## config.mk

```make
export PLATFORM = sky130hd
export DESIGN_NAME = fpfc_pwm_ctrl
export DESIGN_NICKNAME = d
export VERILOG_FILES = /design/src/verilog/fpfc_pkg.sv /design/src/verilog/fpfc_jitter_osc.sv /design/src/verilog/fpfc_pwm_ctrl.sv
export SDC_FILE = /design/constraint.sdc
export NUM_CORES = 1
export LEC_CHECK = 0
export BUFFER_PORTS_ARGS = -buffer_cell sky130_fd_sc_hd__buf_4
export CELL_PAD_IN_SITES_DETAIL_PLACEMENT = 0
export CELL_PAD_IN_SITES_GLOBAL_PLACEMENT = 1
export CORE_MARGIN = 2
export CORE_UTILIZATION = 45
export DETAILED_ROUTE_END_ITERATION = 8
export PLACE_DENSITY_LB_ADDON = 0.1
export RECOVER_POWER = 50
export SETUP_SLACK_MARGIN = 0.2
export SLEW_MARGIN = 10
export SYNTH_ARGS = -nofsm -noshare
export SYNTH_HDL_FRONTEND = slang
export SYNTH_SLANG_ARGS = --single-unit
```

## constraint.sdc

```tcl
create_clock -name i_clk -period 29.2 [get_ports i_clk]
set_clock_uncertainty 0.2 [all_clocks]
set_input_delay 2.92 -clock i_clk [delete_from_list [all_inputs] [get_ports i_clk]]
set_output_delay 2.92 -clock i_clk [all_outputs]
set_load 0.03 [all_outputs]
```

## src/verilog/fpfc_pkg.sv

```systemverilog
`default_nettype none
package fpfc_pkg;

  // ----------------------------------------------------------------
  // clock
  // ----------------------------------------------------------------
  localparam int CLK_MHZ       = 50;
  localparam int CLK_PERIOD_NS = 20;

  // ----------------------------------------------------------------
  // oscillator
  // ----------------------------------------------------------------
  localparam int               PER_W           = 10;
  localparam int               OSC_FREQ_KHZ    = 65;
  localparam logic [PER_W-1:0] PERIOD_CYC      = PER_W'(CLK_MHZ * 1000 / OSC_FREQ_KHZ);
  // jitter span is a plain choice: half the triangle swing, in cycles
  localparam logic [PER_W-1:0] JITTER_SPAN_CYC = 10'h018;
  localparam int               MAX_DUTY_PCT    = 80;
  localparam int               PCT_FULL        = 100;

  // ----------------------------------------------------------------
  // current sense path
  // ----------------------------------------------------------------
  localparam int FB_DIVIDE_RATIO    = 5;
  localparam int PEAK_LIMIT_FB_MV   = 3500;
  localparam int LEB_NS             = 250;
  localparam int LEB_CYC            = (LEB_NS + CLK_PERIOD_NS - 1) / CLK_PERIOD_NS;
  localparam int LEB_W              = 5;
  // slope compensation, 65 kHz build, in microvolt per microsecond
  localparam int SLOPE_UV_PER_US    = 32500;
  localparam int SLOPE_UV_PER_CYC   = SLOPE_UV_PER_US * CLK_PERIOD_NS / 1000;
  localparam int SLOPE_W            = 20;

  // ----------------------------------------------------------------
  // soft-start ramp: code full scale stands for the peak limit level
  // ----------------------------------------------------------------
  localparam int              SS_W        = 10;
  localparam logic [SS_W-1:0] SS_CODE_MAX = 10'h3FF;
  localparam int              SS_TIME_US  = 4000;
  localparam int              SS_CYC      = SS_TIME_US * CLK_MHZ;

  // ----------------------------------------------------------------
  // timers, in cycles of the internal clock
  // ----------------------------------------------------------------
  localparam int TMR_W           = 32;
  localparam int FAULT_TIME_US   = 100000;
  localparam int FAULT_CYC       = FAULT_TIME_US * CLK_MHZ;
  localparam int AUTOREC_TIME_US = 1000000;
  localparam int AUTOREC_CYC     = AUTOREC_TIME_US * CLK_MHZ;
  localparam int WD_TIME_US      = 32000;
  localparam int WD_CYC          = WD_TIME_US * CLK_MHZ;

  // ----------------------------------------------------------------
  // controller state
  // ----------------------------------------------------------------
  typedef enum logic [2:0] {
    ST_OFF  = 3'b001,
    ST_RUN  = 3'b010,
    ST_PROT = 3'b100
  } fpfc_state_t;

endpackage : fpfc_pkg
`default_nettype wire

```

## src/verilog/fpfc_jitter_osc.sv

```systemverilog
`timescale 1ns/1ps
`default_nettype none
module fpfc_jitter_osc
  import fpfc_pkg::*;
(
  // clock and reset
  input  wire logic i_clk,
  input  wire logic i_rst,
  // control
  input  wire logic i_jitter_hold,
  // timing outputs
  output logic      o_period_start,
  output logic      o_max_duty
);

  // ----------------------------------------------------------------
  // period length from the triangle offset
  // ----------------------------------------------------------------
  logic [PER_W-1:0]   cnt_ff;
  logic [PER_W-1:0]   jit_ff;
  logic               jit_up_ff;
  logic [PER_W-1:0]   period_len;
  logic [PER_W+6:0]   duty_prod;
  logic [PER_W-1:0]   max_on;
  logic               wrap;
  logic [PER_W-1:0]   nxt_jit;
  logic               nxt_jit_up;

  // offset runs 0..2*span, so the period sweeps around the nominal value
  assign period_len = PERIOD_CYC - JITTER_SPAN_CYC + jit_ff;
  assign duty_prod  = (PER_W+7)'(period_len) * (PER_W+7)'(MAX_DUTY_PCT);
  assign max_on     = PER_W'(duty_prod / (PER_W+7)'(PCT_FULL));
  assign wrap       = (cnt_ff == period_len - 10'h001);

  // ----------------------------------------------------------------
  // triangle stepping, one step per period
  // ----------------------------------------------------------------
  // while held the offset parks at nominal so foldback sees a clean period
  assign nxt_jit_up = i_jitter_hold ? 1'b1 :
                      (jit_up_ff && (jit_ff == (JITTER_SPAN_CYC << 1) - 10'h001)) ? 1'b0 :
                      (!jit_up_ff && (jit_ff == 10'h001)) ? 1'b1 : jit_up_ff;
  assign nxt_jit    = i_jitter_hold ? JITTER_SPAN_CYC :
                      jit_up_ff ? jit_ff + 10'h001 : jit_ff - 10'h001;

  always_ff @(posedge i_clk or posedge i_rst) begin
    if (i_rst) begin
      cnt_ff    <= '0;
      jit_ff    <= JITTER_SPAN_CYC;
      jit_up_ff <= 1'b1;
    end else begin
      cnt_ff <= wrap ? '0 : cnt_ff + 10'h001;
      if (wrap) begin
        jit_ff    <= nxt_jit;
        jit_up_ff <= nxt_jit_up;
      end
    end
  end

  assign o_period_start = (cnt_ff == '0);
  assign o_max_duty     = (cnt_ff >= max_on);

endmodule // fpfc_jitter_osc
`default_nettype wire

```

## src/verilog/fpfc_pwm_ctrl.sv

```systemverilog
`timescale 1ns/1ps
`default_nettype none
module fpfc_pwm_ctrl
  import fpfc_pkg::*;
#(
  parameter int unsigned SS_CYC_P      = SS_CYC,
  parameter int unsigned FAULT_CYC_P   = FAULT_CYC,
  parameter int unsigned AUTOREC_CYC_P = AUTOREC_CYC,
  parameter int unsigned WD_CYC_P      = WD_CYC,
  parameter bit          LATCHED_P     = 1'b0
)(
  // clock and reset
  input  wire logic               i_clk,
  input  wire logic               i_rst,
  // current sense comparators
  input  wire logic               i_cs_above_fb_setpoint,
  input  wire logic               i_cs_above_soft_start,
  input  wire logic               i_cs_above_peak_limit,
  input  wire logic               i_cs_above_winding_short,
  // feedback comparators
  input  wire logic               i_fb_at_peak_limit,
  input  wire logic               i_fb_above_opc_level,
  input  wire logic               i_fb_light_load,
  // line and supply comparators
  input  wire logic               i_line_bo_cross,
  input  wire logic               i_brown_out,
  input  wire logic               i_supply_start,
  input  wire logic               i_supply_low,
  input  wire logic               i_supply_reset,
  // gate drive
  output logic                    o_gate_drive_out,
  // analog front end controls
  output logic [SS_W-1:0]         o_soft_start_code,
  output logic [SLOPE_W-1:0]      o_slope_comp_uv,
  output logic                    o_overpower_comp_en,
  output logic                    o_peak_sample,
  output logic                    o_peak_reset,
  // status
  output logic                    o_protect,
  output logic                    o_overload_timer_run
);

  // ----------------------------------------------------------------
  // declarations
  // ----------------------------------------------------------------
  localparam int unsigned SS_STEP_RAW = SS_CYC_P / 32'(SS_CODE_MAX);
  localparam int unsigned SS_STEP_CYC = (SS_STEP_RAW == 0) ? 1 : SS_STEP_RAW;

  fpfc_state_t        state_ff;
  fpfc_state_t        nxt_state;
  logic               drive_ff;
  logic [LEB_W-1:0]   leb_cnt_ff;
  logic [SS_W-1:0]    ss_code_ff;
  logic [TMR_W-1:0]   ss_div_ff;
  logic [SLOPE_W-1:0] slope_ff;
  logic               maxd_flag_ff;
  logic [TMR_W-1:0]   ovl_cnt_ff;
  logic [TMR_W-1:0]   ar_cnt_ff;
  logic [TMR_W-1:0]   wd_cnt_ff;
  logic               bo_cross_d_ff;
  logic               sample_ff;
  logic               reset_ff;
  logic               opc_en_ff;

  logic               period_start;
  logic               max_duty;
  logic               running;
  logic               protecting;
  logic               blanked;
  logic               trip_fb;
  logic               trip_ss;
  logic               trip_peak;
  logic               trip_short;
  logic               cur_term;
  logic               maxd_term;
  logic               ss_done;
  logic               ss_tick;
  logic               setpoint_at_peak;
  logic               ovl_active;
  logic               ovl_expired;
  logic               fault;
  logic               start_ok;
  logic               release_latch;
  logic               ar_done;
  logic               bo_rise;
  logic               wd_expired;
  logic               sample_evt;
  logic               nxt_drive;
  logic               pulse_begin;
  logic [SLOPE_W-1:0] slope_sum;

  // ----------------------------------------------------------------
  // oscillator
  // ----------------------------------------------------------------
  fpfc_jitter_osc u_osc (
    .i_clk          (i_clk),
    .i_rst          (i_rst),
    .i_jitter_hold  (i_fb_light_load),
    .o_period_start (period_start),
    .o_max_duty     (max_duty)
  );

  // ----------------------------------------------------------------
  // turn-off decode
  // ----------------------------------------------------------------
  assign running    = (state_ff == ST_RUN);
  assign protecting = (state_ff == ST_PROT);
  // comparators are blind right after turn-on to skip the switching spike
  assign blanked    = (leb_cnt_ff != '0);
  assign trip_fb    = i_cs_above_fb_setpoint & ~blanked;
  assign trip_ss    = i_cs_above_soft_start & ~blanked;
  assign trip_peak  = i_cs_above_peak_limit & ~blanked;
  assign trip_short = i_cs_above_winding_short & ~blanked & drive_ff;
  assign cur_term   = drive_ff & (trip_fb | trip_ss | trip_peak);
  assign maxd_term  = drive_ff & max_duty & ~cur_term;

  // ----------------------------------------------------------------
  // overload timer and fault decode
  // ----------------------------------------------------------------
  assign ss_done          = (ss_code_ff == SS_CODE_MAX);
  // during soft-start the ramp is the lower setpoint, so peak is not yet reached
  assign setpoint_at_peak = i_fb_at_peak_limit & ss_done;
  assign ovl_active       = running & (setpoint_at_peak | maxd_flag_ff | maxd_term);
  assign ovl_expired      = ovl_active & (ovl_cnt_ff >= FAULT_CYC_P - 1);
  assign fault            = running & (trip_short | ovl_expired |
                                       (ovl_active & i_supply_low));

  // ----------------------------------------------------------------
  // state sequencing
  // ----------------------------------------------------------------
  assign start_ok      = i_supply_start & ~i_brown_out;
  assign release_latch = i_brown_out | i_supply_reset;
  assign ar_done       = (ar_cnt_ff >= AUTOREC_CYC_P - 1);

  always_comb begin
    nxt_state = state_ff;
    unique case (state_ff)
      ST_OFF: begin
        if (start_ok) begin
          nxt_state = ST_RUN;
        end
      end
      ST_RUN: begin
        if (fault) begin
          nxt_state = ST_PROT;
        end
      end
      ST_PROT: begin
        if (LATCHED_P) begin
          if (release_latch) begin
            nxt_state = ST_OFF;
          end
        end else if (ar_done || i_supply_reset) begin
          nxt_state = ST_OFF;
        end
      end
      default: begin
        nxt_state = ST_OFF;
      end
    endcase
  end

  always_ff @(posedge i_clk or posedge i_rst) begin
    if (i_rst) begin
      state_ff <= ST_OFF;
    end else begin
      state_ff <= nxt_state;
    end
  end

  // ----------------------------------------------------------------
  // gate drive pulse
  // ----------------------------------------------------------------
  assign pulse_begin = running & ~fault & ~drive_ff & period_start & ~max_duty;
  assign nxt_drive   = running & ~fault &
                       (drive_ff ? ~(cur_term | maxd_term) : pulse_begin);

  always_ff @(posedge i_clk or posedge i_rst) begin
    if (i_rst) begin
      drive_ff   <= 1'b0;
      leb_cnt_ff <= '0;
    end else begin
      drive_ff   <= nxt_drive;
      leb_cnt_ff <= pulse_begin ? LEB_W'(LEB_CYC) :
                    blanked     ? leb_cnt_ff - 5'h01 : leb_cnt_ff;
    end
  end

  // ----------------------------------------------------------------
  // soft-start ramp
  // ----------------------------------------------------------------
  assign ss_tick = (ss_div_ff >= SS_STEP_CYC - 1);

  always_ff @(posedge i_clk or posedge i_rst) begin
    if (i_rst) begin
      ss_code_ff <= '0;
      ss_div_ff  <= '0;
    end else if (!running) begin
      ss_code_ff <= '0;
      ss_div_ff  <= '0;
    end else if (!ss_done) begin
      ss_div_ff  <= ss_tick ? '0 : ss_div_ff + 32'h0000_0001;
      ss_code_ff <= ss_tick ? ss_code_ff + 10'h001 : ss_code_ff;
    end
  end

  // ----------------------------------------------------------------
  // slope compensation, grows through each on-time
  // ----------------------------------------------------------------
  // saturates instead of wrapping so a long pulse never lifts the setpoint
  assign slope_sum = slope_ff + SLOPE_W'(SLOPE_UV_PER_CYC);

  always_ff @(posedge i_clk or posedge i_rst) begin
    if (i_rst) begin
      slope_ff <= '0;
    end else if (!drive_ff) begin
      slope_ff <= '0;
    end else if (slope_sum > slope_ff) begin
      slope_ff <= slope_sum;
    end
  end

  // ----------------------------------------------------------------
  // overload timer
  // ----------------------------------------------------------------
  always_ff @(posedge i_clk or posedge i_rst) begin
    if (i_rst) begin
      maxd_flag_ff <= 1'b0;
      ovl_cnt_ff   <= '0;
    end else begin
      // a max-duty end sets the flag; a current end clears it, clear wins
      if (!running) begin
        maxd_flag_ff <= 1'b0;
      end else if (maxd_term) begin
        maxd_flag_ff <= 1'b1;
      end else if (cur_term) begin
        maxd_flag_ff <= 1'b0;
      end
      if (ovl_active) begin
        ovl_cnt_ff <= ovl_cnt_ff + 32'h0000_0001;
      end else begin
        ovl_cnt_ff <= '0;
      end
    end
  end

  // ----------------------------------------------------------------
  // autorecovery delay
  // ----------------------------------------------------------------
  always_ff @(posedge i_clk or posedge i_rst) begin
    if (i_rst) begin
      ar_cnt_ff <= '0;
    end else if (protecting && !LATCHED_P) begin
      ar_cnt_ff <= ar_cnt_ff + 32'h0000_0001;
    end else begin
      ar_cnt_ff <= '0;
    end
  end

  // ----------------------------------------------------------------
  // line peak detector sampling and overpower enable
  // ----------------------------------------------------------------
  // the first value after start may be stale for one sampling cycle
  assign bo_rise    = i_line_bo_cross & ~bo_cross_d_ff;
  assign wd_expired = (wd_cnt_ff >= WD_CYC_P - 1);
  assign sample_evt = bo_rise | wd_expired;

  always_ff @(posedge i_clk or posedge i_rst) begin
    if (i_rst) begin
      bo_cross_d_ff <= 1'b0;
      wd_cnt_ff     <= '0;
      sample_ff     <= 1'b0;
      reset_ff      <= 1'b0;
      opc_en_ff     <= 1'b0;
    end else begin
      bo_cross_d_ff <= i_line_bo_cross;
      wd_cnt_ff     <= sample_evt ? '0 : wd_cnt_ff + 32'h0000_0001;
      sample_ff     <= sample_evt;
      reset_ff      <= sample_ff;
      opc_en_ff     <= running & i_fb_above_opc_level;
    end
  end

  // ----------------------------------------------------------------
  // outputs
  // ----------------------------------------------------------------
  assign o_gate_drive_out     = drive_ff;
  assign o_soft_start_code    = ss_code_ff;
  assign o_slope_comp_uv      = slope_ff;
  assign o_overpower_comp_en  = opc_en_ff;
  assign o_peak_sample        = sample_ff;
  assign o_peak_reset         = reset_ff;
  assign o_protect            = protecting;
  assign o_overload_timer_run = ovl_active;

endmodule // fpfc_pwm_ctrl
`default_nettype wire

```

==> out/qor.csv <==
stage,metric,value,unit
setup_path,Worst path max stage delay,720,ps
logic_synthesis,Synth area leader,dfrtp_1,
setup_path,cell mode on critical path,ha_1,
logic_synthesis,Synth cell types,122,
logic_synthesis,register bit total from synthesis,192,
final_layout,share of cells above drive strength 1,10.97,%
cts,Longest Clk Path Bufs,2,
cts,H-tree depth,4,
logic_synthesis,Post-Synth XOR/XNOR Area,9.697,%
grt,grt ovf,0,
placement,Port Buffers,48,
final_layout,final core occ,50.24,%
detailed_routing,Remaining DRCs,0,
logic_synthesis,"Async S/R FF share, synth",100.0,%
placement,Area after DPL,14810,um2
logic_synthesis,"Cell Area, Synth",14060,um2
setup_path,Crit-path slowest cell,dfrtp_1,
logic_synthesis,Post-synth EDFFs,0,
timing,fmax,53.37,MHz
detailed_routing,vias per cell,5.764,
final_layout,Post-Layout Cell Count,2055,
timing,Slew headroom,-277.2,%
status,status,"complete, but fails checks",
logic_synthesis,most frequent cell after synthesis,nor2_1,
final_layout,Area Overhead vs Synth,9.563,%
logic_synthesis,Post-synth top cells,"217 x nor2_1, 188 x dfrtp_1, 134 x nand2_1",
logic_synthesis,Ys Warns,0,
setup_path,Buf/Inv on CP,7,
timing,period utilization,64.16,%
logic_synthesis,post-synthesis mux area share,2.464,%
logic_synthesis,sequential-to-total area share from yosys stat,34.20,%
floorplanning,Core Area,30670,um2
floorplanning,I/O pin count,50,
power_and_ir_drop,pwr/cell area,34.30,nW/um2
logic_synthesis,simple-gate area share of the yosys netlist,24.80,%
timing,Min Hold Slack,180.4,ps
cts,setup bufs post-CTS,0,
logic_synthesis,post-synthesis compound-gate area fraction,20.48,%
floorplanning,row cnt,64,
grt,initial antenna violation count,0,
placement,DP Worst Slack,11070,ps
setup_path,WP data required,26080,ps
logic_synthesis,adder-cell share of the synthesized area,5.106,%
timing,final worst setup slack,10460,ps
power_and_ir_drop,leakage,6.532,nW
detailed_routing,vias post-DR,11850,
floorplanning,chip height,180.8,um
timing,final setup TNS,0,ps
setup_path,crit start category,flop,
cts,CTS Hold Bufs,0,
worst_hold_path,Hold Crit Class,flop to flop,
grt,first-pass GRT wire length,55750,um
logic_synthesis,syn_area_per_cell,8.709,um2
setup_path,CP Class,flop to primary output,
setup_path,crit-path max FO,32,
cts,CTS tree,done,
detailed_routing,drt first pass iters,5,
cts,Worst-path clk slew,70,ps
logic_synthesis,top-area cell type share of the netlist area,33.45,%
job,Max Cap Viol,1,
cts,TritonCTS Buffers,17,
timing,Least-Margin Pin Slew,5627,ps
floorplanning,Initial Util,45.86,%
status,failing checks,"max-capacitance violations, max-slew violations",
grt,total track usage,20.20,%
cts,clock root buffer master,clkbuf_16,
power_and_ir_drop,total power,528.6,uW
cts,later-pin clock latency in the skew report,440,ps
detailed_routing,Routed Antenna Nets,0,
timing,min Tclk post-route,18740,ps
placement,DP HPWL,23700,um
floorplanning,DIE AREA,32690,um2
timing,RSZ-0062 raised after global routing,no,
setup_path,crit end category,primary output,
detailed_routing,WL per Instance,16.01,um
logic_synthesis,synth top area cells,"dfrtp_1 33%, nor2_1 5.8%, ha_1 4.9%",
grt,number of global-route vias before repair,11070,
final_layout,Antenna diodes,0,
setup_path,"Arr. time, crit path",15620,ps
final_layout,Nets,1716,
logic_synthesis,main combinational cell family by area after synthesis,simple AND/OR/NAND/NOR gates,
logic_synthesis,Most used DFF post-synth,dfrtp_1,
setup_path,crit-path leading delay family,compound AO/OA/AOI/OAI gates,
final_layout,fin area,15410,um2
cts,CTS sink count,192,
power_and_ir_drop,worst vdd ir,0.03585,mV
logic_synthesis,Cells after Synth,1615,
timing,Final Max Slew Viols,129,
floorplanning,Die X,180.8,um
placement,global placement routability congestion,0.8810,
grt,largest net degree at the start of global routing,129,
cts,CTS resizes,0,
detailed_routing,drt initial violations,736,
placement,placed insts,2023,
timing,final number of setup-violating endpoints,0,
detailed_routing,Routed WL,32910,um
timing,Final Hold Viols,0,
## area by class of cell
type                    instances  area, um2
repair buffers                 59      431.7
clock inverters                12      172.7
clock buffers                  20      446.7
multi-input cells            1324       8851
flip-flops and latches        192       4810
well taps                     396      495.5
inverters                      52      202.7
fillers                      2955      15260
## power breakdown
group	total, mW	leakage (nW)	internal, mW	switching, mW
Combinational	0.0118	3.63	0.00278	0.00900
Clock	0.248	0.300	0.140	0.109
Sequential	0.268	2.60	0.268	0.000894
## cell usage in the layout, fill, tap and decap left out, types with 9 or more instances in the layout
cell type,n
a211o_1,9
a211oi_1,17
a21o_1,14
a21oi_1,64
a31oi_1,36
and2_1,29
and3_1,44
buf_4,53
clkbuf_16,17
conb_1,12
dfrtp_1,188
ha_1,55
inv_1,48
mux2i_1,18
nand2_1,134
nand2b_1,21
nand3_1,81
nand4_1,28
nor2_1,217
nor2b_1,14
nor3_1,32
nor4_1,26
o2111ai_1,9
o211a_1,18
o211ai_1,14
o21a_1,12
o21ai_0,54
o21ai_1,11
o22ai_1,9
o31ai_1,9
or3_1,17
xnor2_1,70
xor2_1,72
## flip-flops by register name, summed over array words and instances (netlist names)
signal / count
ar_cnt_ff: 32
bo_cross_d_ff: 1
leb_cnt_ff: 5
maxd_flag_ff: 1
o_gate_drive_out: 1
o_overpower_comp_en: 1
o_peak_reset: 1
o_peak_sample: 1
o_slope_comp_uv: 19
o_soft_start_code: 10
ovl_cnt_ff: 32
ss_div_ff: 32
state_ff: 3
u_osc.cnt_ff: 10
u_osc.jit_ff: 10
u_osc.jit_up_ff: 1
wd_cnt_ff: 32
## per-layer routing
metal / vias to the layer above / GRT usage (%) / share of wire, %
li1: 5905 / - / -
met1: 5702 / 29.36 / 50
met2: 207 / 31.67 / 46
met3: 31 / 3.044 / 3.3
met4: 0 / 4.710 / 1.2
met5: - / 0 / 0
## worst paths after layout
kind                                         to  slack (ps)  cells past startpoint       startpoint
setup reg to reg                  leb_cnt_ff[0]       12580                     63  u_osc.jit_ff[0]
hold / removal                     o_peak_reset         180                      0    o_peak_sample
min in group asynchronous        ovl_cnt_ff[17]        4060                      2            i_rst
hold reg to reg                    o_peak_reset         180                      0    o_peak_sample
max in group asynchronous         ss_div_ff[23]       22180                      3            i_rst
setup / recovery           o_overload_timer_run       10460                     60  u_osc.jit_ff[0]
## logic make-up after synthesis
logic type	Yosys count
and+or+nand+nor	698
AOI/OAI and AO/OA	379
DFF	192
xor gates and xnor gates	148
buffers and inverters	110
adders and majority gates	57
muxes	30
other	1
(Power assumes the default switching activity.)
